### config.mk
export PLATFORM = sky130hd
export DESIGN_NAME = ubk_top
export DESIGN_NICKNAME = d
export VERILOG_FILES = /design/src/rtl/ubk_pkg.sv /design/src/rtl/ubk_match_if.sv /design/src/rtl/ubk_matcher.sv /design/src/rtl/ubk_top.sv
export SDC_FILE = /design/constraint.sdc
export NUM_CORES = 1
export LEC_CHECK = 0
export ABC_CLOCK_PERIOD_IN_PS = 12800
export BUFFER_PORTS_ARGS = -buffer_cell sky130_fd_sc_hd__clkbuf_2
export CELL_PAD_IN_SITES_DETAIL_PLACEMENT = 1
export CELL_PAD_IN_SITES_GLOBAL_PLACEMENT = 1
export CORE_UTILIZATION = 49
export CTS_CLUSTER_DIAMETER = 30
export DETAILED_ROUTE_END_ITERATION = 6
export GPL_ROUTABILITY_DRIVEN = 1
export GPL_TIMING_DRIVEN = 0
export PLACE_DENSITY = 0.85
export SYNTH_ARGS = -nofsm -noshare
export SYNTH_HDL_FRONTEND = slang
export SYNTH_SLANG_ARGS = --single-unit
### constraint.sdc
create_clock -name i_ref_clk -period 12.8 [get_ports i_ref_clk]
set_input_delay 1.92 -clock i_ref_clk [delete_from_list [all_inputs] [get_ports i_ref_clk]]
set_output_delay 1.92 -clock i_ref_clk [all_outputs]
set_load 0.005 [all_outputs]
### src/rtl/ubk_pkg.sv
// Constants shared by the user break matcher files
package ubk_pkg;
  // Register byte addresses
  localparam logic [7:0] OFS_ADDR_HI = 8'h00;
  localparam logic [7:0] OFS_ADDR_LO = 8'h04;
  localparam logic [7:0] OFS_MASK_HI = 8'h08;
  localparam logic [7:0] OFS_MASK_LO = 8'h0c;
  localparam logic [7:0] OFS_COND = 8'h10;
  localparam logic [7:0] OFS_STATUS = 8'h14;
  localparam logic [7:0] OFS_HIT_ADDR = 8'h18;
  // Reset values
  localparam logic [15:0] RST_HALF = 16'h0000;
  localparam logic [7:0] RST_COND = 8'h00;
  // Condition field positions
  localparam int COND_MASTER_DMA = 7;
  localparam int COND_MASTER_CPU = 6;
  localparam int COND_TYPE_DATA = 5;
  localparam int COND_TYPE_FETCH = 4;
  localparam int COND_DIR_WRITE = 3;
  localparam int COND_DIR_READ = 2;
  localparam int COND_SIZE_HI = 1;
  localparam int COND_SIZE_LO = 0;
  // Operand size codes
  localparam logic [1:0] SIZE_ANY = 2'h0;
  localparam logic [1:0] SIZE_BYTE = 2'h1;
  localparam logic [1:0] SIZE_WORD = 2'h2;
  localparam logic [1:0] SIZE_LONG = 2'h3;
  // Status field positions
  localparam int STAT_PENDING = 0;
  localparam int STAT_STANDBY = 1;
  localparam int STAT_HITS_LO = 16;
  // Interrupt priority of the break request
  localparam logic [3:0] BREAK_LEVEL = 4'hf;
  // Bus answers
  localparam logic [1:0] RESP_OKAY = 2'h0;
  localparam logic [1:0] RESP_SLVERR = 2'h2;
endpackage : ubk_pkg

### src/rtl/ubk_match_if.sv
// Break condition and observed bus cycle between top and matcher
`timescale 1ns/1ps
`default_nettype none
interface ubk_match_if;
  logic [31:0] brk_addr;
  logic [31:0] brk_mask;
  logic [7:0] cond;
  logic cyc_valid;
  logic [31:0] cyc_addr;
  logic cyc_dma;
  logic cyc_fetch;
  logic cyc_write;
  logic [1:0] cyc_size;
  logic match;
  modport host (
    output brk_addr, brk_mask, cond, cyc_valid, cyc_addr,
    output cyc_dma, cyc_fetch, cyc_write, cyc_size,
    input match
  );
  modport matcher (
    input brk_addr, brk_mask, cond, cyc_valid, cyc_addr,
    input cyc_dma, cyc_fetch, cyc_write, cyc_size,
    output match
  );
endinterface : ubk_match_if
`default_nettype wire

### src/rtl/ubk_matcher.sv
// Combinational compare of one bus cycle against the break condition
`timescale 1ns/1ps
`default_nettype none
module ubk_matcher
  import ubk_pkg::*;
(
  ubk_match_if.matcher m
);
  logic addr_ok;
  logic master_ok;
  logic type_ok;
  logic dir_ok;
  logic size_ok;
  logic [1:0] eff_size;
  always_comb begin
    addr_ok = ((m.cyc_addr ^ m.brk_addr) & ~m.brk_mask) == 32'h0000_0000;
    master_ok = m.cyc_dma ? m.cond[COND_MASTER_DMA] : m.cond[COND_MASTER_CPU];
    type_ok = m.cyc_fetch ? m.cond[COND_TYPE_FETCH] : m.cond[COND_TYPE_DATA];
    dir_ok = m.cyc_write ? m.cond[COND_DIR_WRITE] : m.cond[COND_DIR_READ];
    eff_size = m.cyc_fetch ? SIZE_WORD : m.cyc_size;
    size_ok = (m.cond[COND_SIZE_HI:COND_SIZE_LO] == SIZE_ANY) ||
              (m.cond[COND_SIZE_HI:COND_SIZE_LO] == eff_size);
    m.match = m.cyc_valid & addr_ok & master_ok & type_ok & dir_ok & size_ok;
  end
endmodule // ubk_matcher
`default_nettype wire

### src/rtl/ubk_top.sv
// User break condition matcher with AXI4-Lite register access
`timescale 1ns/1ps
`default_nettype none
module ubk_top
  import ubk_pkg::*;
(
  input wire logic i_ref_clk,
  input wire logic i_rstn,
  // AXI4-Lite write address
  input wire logic [7:0] i_s_axi_awaddr,
  input wire logic i_s_axi_awvalid,
  output logic o_s_axi_awready,
  // AXI4-Lite write data
  input wire logic [31:0] i_s_axi_wdata,
  input wire logic [3:0] i_s_axi_wstrb,
  input wire logic i_s_axi_wvalid,
  output logic o_s_axi_wready,
  // AXI4-Lite write response
  output logic [1:0] o_s_axi_bresp,
  output logic o_s_axi_bvalid,
  input wire logic i_s_axi_bready,
  // AXI4-Lite read address
  input wire logic [7:0] i_s_axi_araddr,
  input wire logic i_s_axi_arvalid,
  output logic o_s_axi_arready,
  // AXI4-Lite read data
  output logic [31:0] o_s_axi_rdata,
  output logic [1:0] o_s_axi_rresp,
  output logic o_s_axi_rvalid,
  input wire logic i_s_axi_rready,
  // Observed bus cycle
  input wire logic i_cyc_valid,
  input wire logic [31:0] i_cyc_addr,
  input wire logic i_cyc_dma,
  input wire logic i_cyc_fetch,
  input wire logic i_cyc_write,
  input wire logic [1:0] i_cyc_size,
  // Power and interrupt controller
  input wire logic i_standby,
  input wire logic i_break_ack,
  output logic o_break_req,
  output logic [3:0] o_break_level
);

  typedef struct packed {
    logic [15:0] addr_hi;
    logic [15:0] addr_lo;
    logic [15:0] mask_hi;
    logic [15:0] mask_lo;
    logic [7:0] cond;
    logic pending;
    logic [3:0] level;
    logic [15:0] hits;
    logic [31:0] hit_addr;
    logic awready;
    logic wready;
    logic aw_full;
    logic w_full;
    logic [7:0] aw_addr;
    logic [31:0] wdata;
    logic [3:0] wstrb;
    logic bvalid;
    logic [1:0] bresp;
    logic arready;
    logic rvalid;
    logic [31:0] rdata;
    logic [1:0] rresp;
  } ubk_state_t;

  localparam ubk_state_t ST_RESET = '{
    addr_hi: RST_HALF,
    addr_lo: RST_HALF,
    mask_hi: RST_HALF,
    mask_lo: RST_HALF,
    cond: RST_COND,
    pending: 1'b0,
    level: BREAK_LEVEL,
    hits: 16'h0000,
    hit_addr: 32'h0000_0000,
    awready: 1'b0,
    wready: 1'b0,
    aw_full: 1'b0,
    w_full: 1'b0,
    aw_addr: 8'h00,
    wdata: 32'h0000_0000,
    wstrb: 4'h0,
    bvalid: 1'b0,
    bresp: RESP_OKAY,
    arready: 1'b0,
    rvalid: 1'b0,
    rdata: 32'h0000_0000,
    rresp: RESP_OKAY
  };

  logic [1:0] rst_pipe;
  logic rst_n;
  ubk_state_t st;
  ubk_state_t next_st;
  logic do_write;
  logic do_read;
  logic write_ok;
  logic [31:0] rd_word;
  logic rd_ok;
  logic aw_take;
  logic w_take;
  logic b_done;
  logic r_done;

  // Reset release through two flops
  always_ff @(posedge i_ref_clk or negedge i_rstn) begin
    if (!i_rstn) begin
      rst_pipe <= 2'h0;
    end else begin
      rst_pipe <= {rst_pipe[0], 1'b1};
    end
  end
  assign rst_n = rst_pipe[1];

  ubk_match_if mif ();

  assign mif.brk_addr = {st.addr_hi, st.addr_lo};
  assign mif.brk_mask = {st.mask_hi, st.mask_lo};
  assign mif.cond = st.cond;
  assign mif.cyc_valid = i_cyc_valid;
  assign mif.cyc_addr = i_cyc_addr;
  assign mif.cyc_dma = i_cyc_dma;
  assign mif.cyc_fetch = i_cyc_fetch;
  assign mif.cyc_write = i_cyc_write;
  assign mif.cyc_size = i_cyc_size;

  ubk_matcher u_matcher (
    .m (mif.matcher)
  );

  // Merge enabled byte lanes into a 16-bit register
  function automatic logic [15:0] merge16(
    input logic [15:0] old_val,
    input logic [31:0] data,
    input logic [3:0] strb
  );
    logic [15:0] res;
    res = old_val;
    if (strb[0]) begin
      res[7:0] = data[7:0];
    end
    if (strb[1]) begin
      res[15:8] = data[15:8];
    end
    return res;
  endfunction

  // Read decode
  always_comb begin
    rd_word = 32'h0000_0000;
    rd_ok = 1'b1;
    unique case (i_s_axi_araddr)
      OFS_ADDR_HI: begin
        rd_word[15:0] = st.addr_hi;
      end
      OFS_ADDR_LO: begin
        rd_word[15:0] = st.addr_lo;
      end
      OFS_MASK_HI: begin
        rd_word[15:0] = st.mask_hi;
      end
      OFS_MASK_LO: begin
        rd_word[15:0] = st.mask_lo;
      end
      OFS_COND: begin
        rd_word[7:0] = st.cond;
      end
      OFS_STATUS: begin
        rd_word[STAT_PENDING] = st.pending;
        rd_word[STAT_STANDBY] = i_standby;
        rd_word[STAT_HITS_LO +: 16] = st.hits;
      end
      OFS_HIT_ADDR: begin
        rd_word = st.hit_addr;
      end
      default: begin
        rd_ok = 1'b0;
      end
    endcase
  end

  // Next state
  always_comb begin
    next_st = st;
    write_ok = 1'b1;
    do_write = st.aw_full & st.w_full & ~st.bvalid;
    do_read = i_s_axi_arvalid & st.arready;
    aw_take = i_s_axi_awvalid & st.awready;
    w_take = i_s_axi_wvalid & st.wready;
    b_done = st.bvalid & i_s_axi_bready;
    r_done = st.rvalid & i_s_axi_rready;

    // Write address and data, taken in either order
    if (aw_take) begin
      next_st.aw_full = 1'b1;
      next_st.aw_addr = i_s_axi_awaddr;
    end
    if (w_take) begin
      next_st.w_full = 1'b1;
      next_st.wdata = i_s_axi_wdata;
      next_st.wstrb = i_s_axi_wstrb;
    end

    // Register update once both halves are held
    if (do_write) begin
      unique case (st.aw_addr)
        OFS_ADDR_HI: begin
          next_st.addr_hi = merge16(st.addr_hi, st.wdata, st.wstrb);
        end
        OFS_ADDR_LO: begin
          next_st.addr_lo = merge16(st.addr_lo, st.wdata, st.wstrb);
        end
        OFS_MASK_HI: begin
          next_st.mask_hi = merge16(st.mask_hi, st.wdata, st.wstrb);
        end
        OFS_MASK_LO: begin
          next_st.mask_lo = merge16(st.mask_lo, st.wdata, st.wstrb);
        end
        OFS_COND: begin
          if (st.wstrb[0]) begin
            next_st.cond = st.wdata[7:0];
          end
        end
        OFS_STATUS, OFS_HIT_ADDR: begin
          write_ok = 1'b1;
        end
        default: begin
          write_ok = 1'b0;
        end
      endcase
      next_st.aw_full = 1'b0;
      next_st.w_full = 1'b0;
      next_st.bvalid = 1'b1;
      next_st.bresp = write_ok ? RESP_OKAY : RESP_SLVERR;
    end else if (b_done) begin
      next_st.bvalid = 1'b0;
      next_st.bresp = RESP_OKAY;
    end

    // Read answer one edge after the address is taken
    if (do_read) begin
      next_st.rvalid = 1'b1;
      next_st.rdata = rd_word;
      next_st.rresp = rd_ok ? RESP_OKAY : RESP_SLVERR;
    end else if (r_done) begin
      next_st.rvalid = 1'b0;
      next_st.rdata = 32'h0000_0000;
      next_st.rresp = RESP_OKAY;
    end

    // One write and one read under way at a time
    next_st.awready = ~next_st.aw_full & ~next_st.bvalid;
    next_st.wready = ~next_st.w_full & ~next_st.bvalid;
    next_st.arready = ~next_st.rvalid;

    // pending until acknowledged; a new match wins over the ack
    next_st.pending = (st.pending & ~i_break_ack) | mif.match;
    next_st.level = BREAK_LEVEL;
    if (mif.match) begin
      next_st.hits = st.hits + 16'h0001;
      next_st.hit_addr = i_cyc_addr;
    end
  end

  always_ff @(posedge i_ref_clk or negedge rst_n) begin
    if (!rst_n) begin
      st <= ST_RESET;
    end else begin
      st <= next_st;
    end
  end

  assign o_s_axi_awready = st.awready;
  assign o_s_axi_wready = st.wready;
  assign o_s_axi_bresp = st.bresp;
  assign o_s_axi_bvalid = st.bvalid;
  assign o_s_axi_arready = st.arready;
  assign o_s_axi_rdata = st.rdata;
  assign o_s_axi_rresp = st.rresp;
  assign o_s_axi_rvalid = st.rvalid;
  assign o_break_req = st.pending;
  assign o_break_level = st.level;

endmodule // ubk_top
`default_nettype wire

==> Implementation_results.wiki, run 1 <==
{| class="wikitable"
! Metric !! Value
|-
| GRT Overall Usage || 0.296
|-
| Routed WL || 26800 µm
|-
| Iteration-0 DRC Markers || 621
|-
| Layout overhead on the synthesized area || 17.9%
|-
| Top-Level Pins || 145
|-
| Combinational family with the most area after synthesis || multiplexers
|-
| Via count of the first global-routing pass || roughly 7200
|-
| Reg-to-reg slack, setup || 10260 ps
|-
| Register area share after synthesis || 0.522
|-
| Maximum number of buffers from clock root to sink || 2
|-
| Estimated wirelength of the detail-placed design || between 15000 and 20000 µm
|-
| Via-per-instance ratio || 6.04
|-
| WP data arrival || roughly 4100 ps
|-
| Outcome || finished with violations
|-
| Worst Skew || a little under 20 ps
|-
| Commonest cells after routing, fill and taps aside || 189 x sky130_fd_sc_hd__dfrtp_1, 141 x sky130_fd_sc_hd__mux2_2, 120 x sky130_fd_sc_hd__clkbuf_2
|-
| CTS clock-pin slew for the worst setup and hold paths || 70 ps
|-
| Clock latency on the worst-skew pair || 450 ps
|-
| Number of H-tree levels || 4
|-
| Post-layout min period || 3750 ps
|-
| Pre-CTS setup slack || 8670 ps
|-
| Clock buffer count from CTS || 17
|-
| Mean post-synth cell area || approximately 12 µm²
|-
| Crit Path Class || in -> reg
|-
| Share of power burned in registers || 0.487
|-
| Switching share of power || 0.282
|-
| Die area || about 19000 µm²
|-
| Vias || just under 7000
|-
| Fill cell instance count of the final layout || 1910
|-
| Pin count of the biggest net entering global routing || 68
|-
| Initial antenna violation count || 1
|-
| Actual transition at the worst max-transition pin || approximately 1000 ps
|-
| Wire length per cell || ~24 µm
|-
| Simple-Gate Fraction of Synth Area || 0.0938
|-
| Final hold violation count || 0
|-
| Peak fanout along the critical path || 10
|-
| Number of different library cells in the post-synthesis netlist || 55
|-
| Final slew viol count || 0
|-
| Post-route cell area || 10700 µm²
|-
| Global-route wire length before repair || 42600 µm
|-
| Final sum of negative setup slack || 0 ps
|-
| Area of the multi-input gates || between 3000 and 4000 µm²
|-
| Count of buffers from port buffering || ~120
|-
| Dominant synthesized flop cell || sky130_fd_sc_hd__dfrtp_1
|-
| Cell area reported after detailed placement || 10100 µm²
|-
| Register area || 4760 µm²
|-
| Cell count of the worst reg-to-reg path || 7
|-
| Endpoint type of the worst setup path || flip-flop
|-
| First-pass iteration count of the detailed router || 7
|-
| Leakage power figure || 0.00534 µW
|-
| Compound-cell area share of the yosys netlist || 0.0912
|-
| Hold buffers post-CTS || 0
|-
| Final weighted congestion in routability-driven placement || 0.868
|-
| Setup repair after global routing missed its margin || false
|-
| Final net count || 975
|-
| NetSw || 439 µW
|-
| Slack of the critical path || around 9000 ps
|-
| Post-Synth Adder-Cell Area || 0.00137
|-
| Count of placed standard cells in the final layout, fillers left out || 1117
|-
| Routed Antenna Nets || 0
|-
| Root buffer cell || sky130_fd_sc_hd__clkbuf_16
|-
| Initial core utilization || 0.503
|-
| Number of max-cap violations || 0
|-
| Antenna diode count || 0
|-
| Site row count || 49
|-
| Area inside the core boundary || 18100 µm²
|-
| Height of the chip || 138 µm
|-
| Max VDD drop || just over 100 µV
|-
| Fmax || roughly 0.27 GHz
|-
| Worst rel slew slack || 0.311
|-
| Tcrit/Tclk final || 0.293
|-
| Final setup vio count || 0
|-
| Relative contribution of the clock network to total power || 0.373
|-
| Most frequent standard cell in the layout excluding fill and tap cells || sky130_fd_sc_hd__dfrtp_1
|-
| Post-synthesis instance total || roughly 730
|-
| Startpoint types || primary input
|-
| Number of enable flip-flop cells after synthesis || 0
|-
| R2r endpoint || st[92]
|-
| Clock tree from TritonCTS || built
|-
| Die width || 138 µm
|-
| Share of flip-flops with an asynchronous set or reset after synthesis || 1.00
|-
| Synth Register Bits || 190
|-
| Post-synthesis share of cell area spent on xor and xnor gates || 0.0452
|-
| Critical register-to-register path startpoint || mif.brk_addr[14]
|-
| Data required time of the worst path || about 13000 ps
|-
| Placed cell count || 1085
|-
| Ratio of cells with drive above 1 in the final layout || 0.417
|-
| Type of the worst min-delay path || reg -> async
|-
| Mux contribution to synthesized area || 0.184
|-
| Number of buffers inserted by post-CTS setup repair || 0
|-
| Post-detailed-route DRC marker count || 26
|-
| Gates resized, CTS repair || 0
|-
| Int Pwr || approximately 1100 µW
|-
| Number of clock sinks seen by CTS || 190
|-
| Power density over the cells || 145 nW/µm²
|-
| Comb power frac || 0.140
|-
| Overflow left after global routing || 0
|-
| Failing checks || DRC
|-
| Total power consumption of the routed design || 1560 µW
|-
| Post-synthesis instance area || 9100 µm²
|-
| Count of synthesis-stage warnings from yosys || 0
|}
==> logic make-up (layout without fill, tap and decap cells) <==
group / after synthesis / count (layout)
flops: 190 / 190
mux: 150 / 150
simple gates: 140 / 140
compound gates: 106 / 106
buf+inv: 92 / 247
xor+xnor: 47 / 47
other cells: 2 / 7
fa+ha+maj: 1 / 1
==> flip-flops by register name, summed over array words and instances, names as in the netlist <==
register,cells
mif.brk_mask,32
o_s_axi_bresp,1
o_s_axi_rvalid,1
st,76
mif.cond,8
o_s_axi_arready,1
o_s_axi_bvalid,1
o_s_axi_rresp,1
o_s_axi_rdata,32
o_s_axi_wready,1
o_s_axi_awready,1
rst_pipe,2
o_break_req,1
mif.brk_addr,32
==> per-layer routing <==
metal	track usage	share of wire	vias up	routed length (µm)
met2	0.491	0.49	268	13300
met1	0.383	0.42	3481	11200
met4	0.130	0.036	0	963
met5	0	0	-	0
met3	0.0520	0.050	62	1340
li1	-	-	2934	-
==> worst max path at each step <==
stage,start,to,slack (ps),cells after the start
after floorplan,rst_pipe[1],mif.brk_addr[0],7110,0
after global placement,rst_pipe[1],o_s_axi_rdata[2],4980,0
after detailed placement,i_s_axi_araddr[3],o_s_axi_rdata[30],8670,8
after CTS,i_s_axi_araddr[3],o_s_axi_rdata[26],9100,8
after global routing,i_s_axi_araddr[3],o_s_axi_rdata[5],8900,8
final,i_s_axi_araddr[3],o_s_axi_rdata[26],9050,8
==> power by group through the flow <==
stage | Sequential (µW) | Combinational, µW | Clock (µW)
3_5_place_dp | 765 | 217 | 0
2_1_floorplan | 736 | 142 | 0
4_1_cts | 755 | 220 | 584
5_1_grt | 766 | 237 | 610
3_3_place_gp | 766 | 194 | 0
6_report | 757 | 218 | 580
==> worst max-delay path, stage by stage <==
cell,delay [ps]
sky130_fd_sc_hd__clkbuf_2,110
sky130_fd_sc_hd__buf_4,180
sky130_fd_sc_hd__nor3_2,580
sky130_fd_sc_hd__nand2_1,240
sky130_fd_sc_hd__nor3_2,520
sky130_fd_sc_hd__buf_2,360
sky130_fd_sc_hd__a222oi_1,120
sky130_fd_sc_hd__inv_1,100
==> through the flow <==
stage,hold WS (ps),utilization
2_1_floorplan,331,-
3_3_place_gp,336,0.553
3_5_place_dp,325,0.558
4_1_cts,336,0.593
5_1_grt,358,0.593
6_report,315,0.593
==> layout make-up <==
type,count,area share
inverter,27,0.00945
buffer,65,0.0421
clock inverter,12,0.0171
sequential,190,0.444
timing repair buffer,123,0.0630
tap,229,0.0267
multi-input combinational,451,0.355
clock buffer,20,0.0426
==> cell usage after synthesis (all sizes together) (2+ instances only) <==
master | count | area (µm²)
nand3 | 12 | 60.1
nor3 | 15 | 95.1
a222oi | 22 | 220
a221o | 8 | 81.3
and3 | 5 | 31.3
a22oi | 7 | 52.6
buf | 54 | 409
a21oi | 6 | 30.0
or3 | 2 | 12.5
inv | 26 | 97.6
nor2 | 29 | 116
mux2i | 9 | 90.1
conb | 2 | 7.51
mux2 | 141 | 1590
xnor2 | 34 | 298
clkbuf | 11 | 42.5
a211oi | 3 | 22.5
o2bb2ai | 8 | 70.1
o21ai | 12 | 60.1
o22ai | 20 | 125
nand2 | 30 | 113
nor4 | 20 | 208
nor2b | 4 | 25.0
o21a | 5 | 37.5
dfrtp | 190 | 4750
xor2 | 13 | 114
or2 | 3 | 18.8
nand4 | 7 | 50.1
nor4b | 2 | 32.5
a221oi | 2 | 17.5
a22o | 10 | 87.6
nand2b | 4 | 25.0
No activity file was read; power rests on OpenSTA's default activity.
==> run 2: changes to the inputs <==
Settings changed: ABC_AREA set to 1, ABC_CLOCK_PERIOD_IN_PS 12800 to 3950, CORE_UTILIZATION 49 to 42, PLACE_DENSITY 0.85 to 0.8.
Clock period 12.8 ns to 3.95 ns, I/O delays scaled along.
==> run 2 against run 1 <==
The flow now finishes without violations. Via count up 32%. Total power rose to 3.6 times the previous value. Synthesized cell count up 73%. Worst hold slack better by 24 ps. Register-to-register slack worse by 8300 ps. Combinational power rose to 5.7 times the previous value. Utilization down 9.0 points. Critical path type unchanged. Largest cell class unchanged. Largest power group unchanged.
==> Implementation_results.wiki, run 2 <==
{| class="wikitable"
! Metric !! Value
|-
| Endpoint type of the worst setup path || flip-flop
|-
| Max VDD drop || 267 µV
|-
| First-pass iteration count of the detailed router || 5
|-
| Number of buffers inserted by post-CTS setup repair || 0
|-
| Die area || between 20000 and 25000 µm²
|-
| Fmax || 0.511 GHz
|-
| Root buffer cell || sky130_fd_sc_hd__clkbuf_16
|-
| Commonest cells after routing, fill and taps aside || 440 x sky130_fd_sc_hd__nand2_1, 189 x sky130_fd_sc_hd__dfrtp_1, 152 x sky130_fd_sc_hd__inv_1
|-
| Routed length on met2 || 15600 µm
|-
| Global-route wire length before repair || 51200 µm
|-
| Gates resized, CTS repair || 0
|-
| Vias || 8881
|-
| Final setup vio count || 0
|-
| Antenna diode count || 0
|-
| Routed Antenna Nets || 0
|-
| Outcome || finished clean
|-
| Number of clock sinks seen by CTS || 190
|-
| WP data arrival || about 2300 ps
|-
| Area inside the core boundary || 22600 µm²
|-
| Final hold violation count || 0
|-
| Via-per-instance ratio || 5.22
|-
| CTS clock-pin slew for the worst setup and hold paths || 80 ps
|-
| Layout overhead on the synthesized area || 17.2%
|-
| Share of flip-flops with an asynchronous set or reset after synthesis || 1.00
|-
| Biggest area contributors in the synthesized netlist || sky130_fd_sc_hd__dfrtp_1 49%, sky130_fd_sc_hd__nand2_1 17%, sky130_fd_sc_hd__inv_1 5.9%
|-
| Count of buffers from port buffering || 120
|-
| Height of the chip || 154 µm
|-
| Top-Level Pins || 145
|-
| Flip-flop count of the largest register after layout || 76
|-
| Type of the worst min-delay path || in -> reg
|-
| Final slew viol count || 0
|-
| Number of max-cap violations || 0
|-
| Most frequent standard cell in the layout excluding fill and tap cells || sky130_fd_sc_hd__nand2_1
|-
| Estimated wirelength of the detail-placed design || 24400 µm
|-
| Top cell type by total area after synthesis || sky130_fd_sc_hd__dfrtp_1
|-
| Dominant synthesized flop cell || sky130_fd_sc_hd__dfrtp_1
|-
| Final net count || 1503
|-
| Initial core utilization || 0.429
|-
| Clock buffer count from CTS || 17
|-
| Fill cell instance count of the final layout || 2854
|-
| Register area share after synthesis || 0.489
|-
| Highest metal used || met4
|-
| Wire length on met1 || 13900 µm
|-
| Worst Skew || ~16 ps
|-
| Site row count || 55
|-
| Share of the synthesized area in the top cell type || 0.489
|-
| Startpoint types || primary input
|-
| GRT Overall Usage || 0.283
|-
| Peak fanout along the critical path || 10
|-
| Die width || 154 µm
|-
| Tcrit/Tclk final || 0.495
|-
| Data required time of the worst path || 4330 ps
|-
| Ratio of cells with drive above 1 in the final layout || 0.172
|-
| Crit Path Class || in -> reg
|-
| Most frequently used cell type in the post-synthesis netlist || sky130_fd_sc_hd__nand2_1
|-
| Clock tree from TritonCTS || built
|-
| Worst rel slew slack || 0.475
|-
| Post-synthesis instance total || 1256
|-
| Via count of the first global-routing pass || 9272
|-
| Number of H-tree levels || 4
|-
| Number of enable flip-flop cells after synthesis || 0
|-
| Final weighted congestion in routability-driven placement || 0.904
|-
| Leakage power figure || 0.00578 µW
|-
| Amount of wire on met3 after detailed routing || ~1500 µm
|-
| Overflow left after global routing || 0
|-
| Post-synthesis instance area || 9720 µm²
|-
| Routed WL || 31700 µm
|-
| Pin count of the biggest net entering global routing || 69
|-
| Initial antenna violation count || 0
|-
| Actual transition at the worst max-transition pin || 787 ps
|-
| Power density over the cells || roughly 500 nW/µm²
|-
| Synth cell count leaders || 440 x sky130_fd_sc_hd__nand2_1, 190 x sky130_fd_sc_hd__dfrtp_1, 152 x sky130_fd_sc_hd__inv_1, 107 x sky130_fd_sc_hd__o21ai_0, 70 x sky130_fd_sc_hd__nand3_1
|-
| Clock latency on the worst-skew pair || about 450 ps
|-
| Iteration-0 DRC Markers || approximately 530
|-
| Number of different library cells in the post-synthesis netlist || 36
|-
| Maximum number of buffers from clock root to sink || 2
|-
| Pre-CTS setup slack || 1520 ps
|-
| Post-layout min period || 1960 ps
|-
| Synth Register Bits || 190
|-
| Wire length per cell || 18.6 µm
|-
| Mean post-synth cell area || 7.74 µm²
|-
| Total power consumption of the routed design || ~5600 µW
|-
| Worst hold slack || 340 ps
|-
| Setup repair after global routing missed its margin || false
|-
| Post-detailed-route DRC marker count || 0
|-
| Slack of the critical path || 1990 ps
|-
| Reg with most FFs || st
|-
| Count of synthesis-stage warnings from yosys || 0
|}
run 2: cell count changes after synthesis, sizes merged, moves of 41 or more:
cell | before | now
mux2 | 141 | 0
nor2 | 29 | 70
o21ai | 12 | 123
nand3 | 12 | 72
nand4 | 7 | 58
nand2 | 30 | 440
inv | 26 | 154
run 2: per-stage QoR:
stage / cell area (µm²) / TNS (ps) / util / cells
finish: 11400 / 0 / 0.503 / 1701
global route: 11400 / 0 / 0.503 / 1701
CTS: 11400 / 0 / 0.503 / 1701
detailed placement: 10800 / 0 / 0.475 / 1668
global placement: 10700 / -73510 / 0.472 / 1666
floorplan: 9740 / 0 / - / 1261
run 2: worst max-delay path, cell delays in order:
cell	delay, ps
sky130_fd_sc_hd__clkbuf_2	90
sky130_fd_sc_hd__nor2_1	220
sky130_fd_sc_hd__nand2_1	130
sky130_fd_sc_hd__nor2_2	220
sky130_fd_sc_hd__nand2_1	290
sky130_fd_sc_hd__inv_1	180
sky130_fd_sc_hd__buf_4	230
sky130_fd_sc_hd__nand2_1	60
sky130_fd_sc_hd__o21ai_0	60
sky130_fd_sc_hd__o21ai_0	150
sky130_fd_sc_hd__nand2_1	110
run 2: worst paths after layout:
check / startpoint / endpoint / slack (ps) / cells past startpoint
worst min-delay path: i_s_axi_awaddr[0] / st[75] / 340 / 3
min in group asynchronous: rst_pipe[1] / st[52] / 430 / 0
worst max-delay path: i_s_axi_araddr[1] / o_s_axi_rdata[15] / 1990 / 11
worst min register to register: rst_pipe[0] / rst_pipe[1] / 360 / 0
max in group asynchronous: rst_pipe[1] / st[105] / 2690 / 1
worst max register to register: st[120] / st[133] / 2000 / 9
run 2: final cells by class:
class	instances	area, µm²	area share
Inverter	155	582	0.0511
Buffer	84	636	0.0558
Timing Repair Buffer	123	666	0.0585
Tap cell	285	357	0.0313
Clock buffer	17	425	0.0374
Multi-Input combinational cell	832	3760	0.331
Sequential cell	190	4760	0.418
Clock inverter	15	199	0.0175
run 2: where the power goes:
group          internal [µW]  total, µW  leakage [µW]  switching (µW)
sequential              2270       2530       0.00258             255
clock                    875       1810      0.000301             931
combinational            361       1240       0.00290             879
run 2: layer usage:
metal	vias up	global-route usage
met2	221	0.487
met1	4344	0.363
met3	47	0.0426
met4	0	0.0990
met5	-	0
li1	4269	-
run 2: repair_timing:
action | CTS | global route
hold endpoints to repair | 2 | 0
hold buffers | 1 | 0
setup endpoints to repair | 0 | 0
run 2: cell families after synthesis:
logic type | synth area share
fa+ha+maj | 0.00129
flops | 0.489
simple gates | 0.292
compound gates | 0.0903
xor+xnor | 0.000901
buf+inv | 0.125
other cells | 0.000773
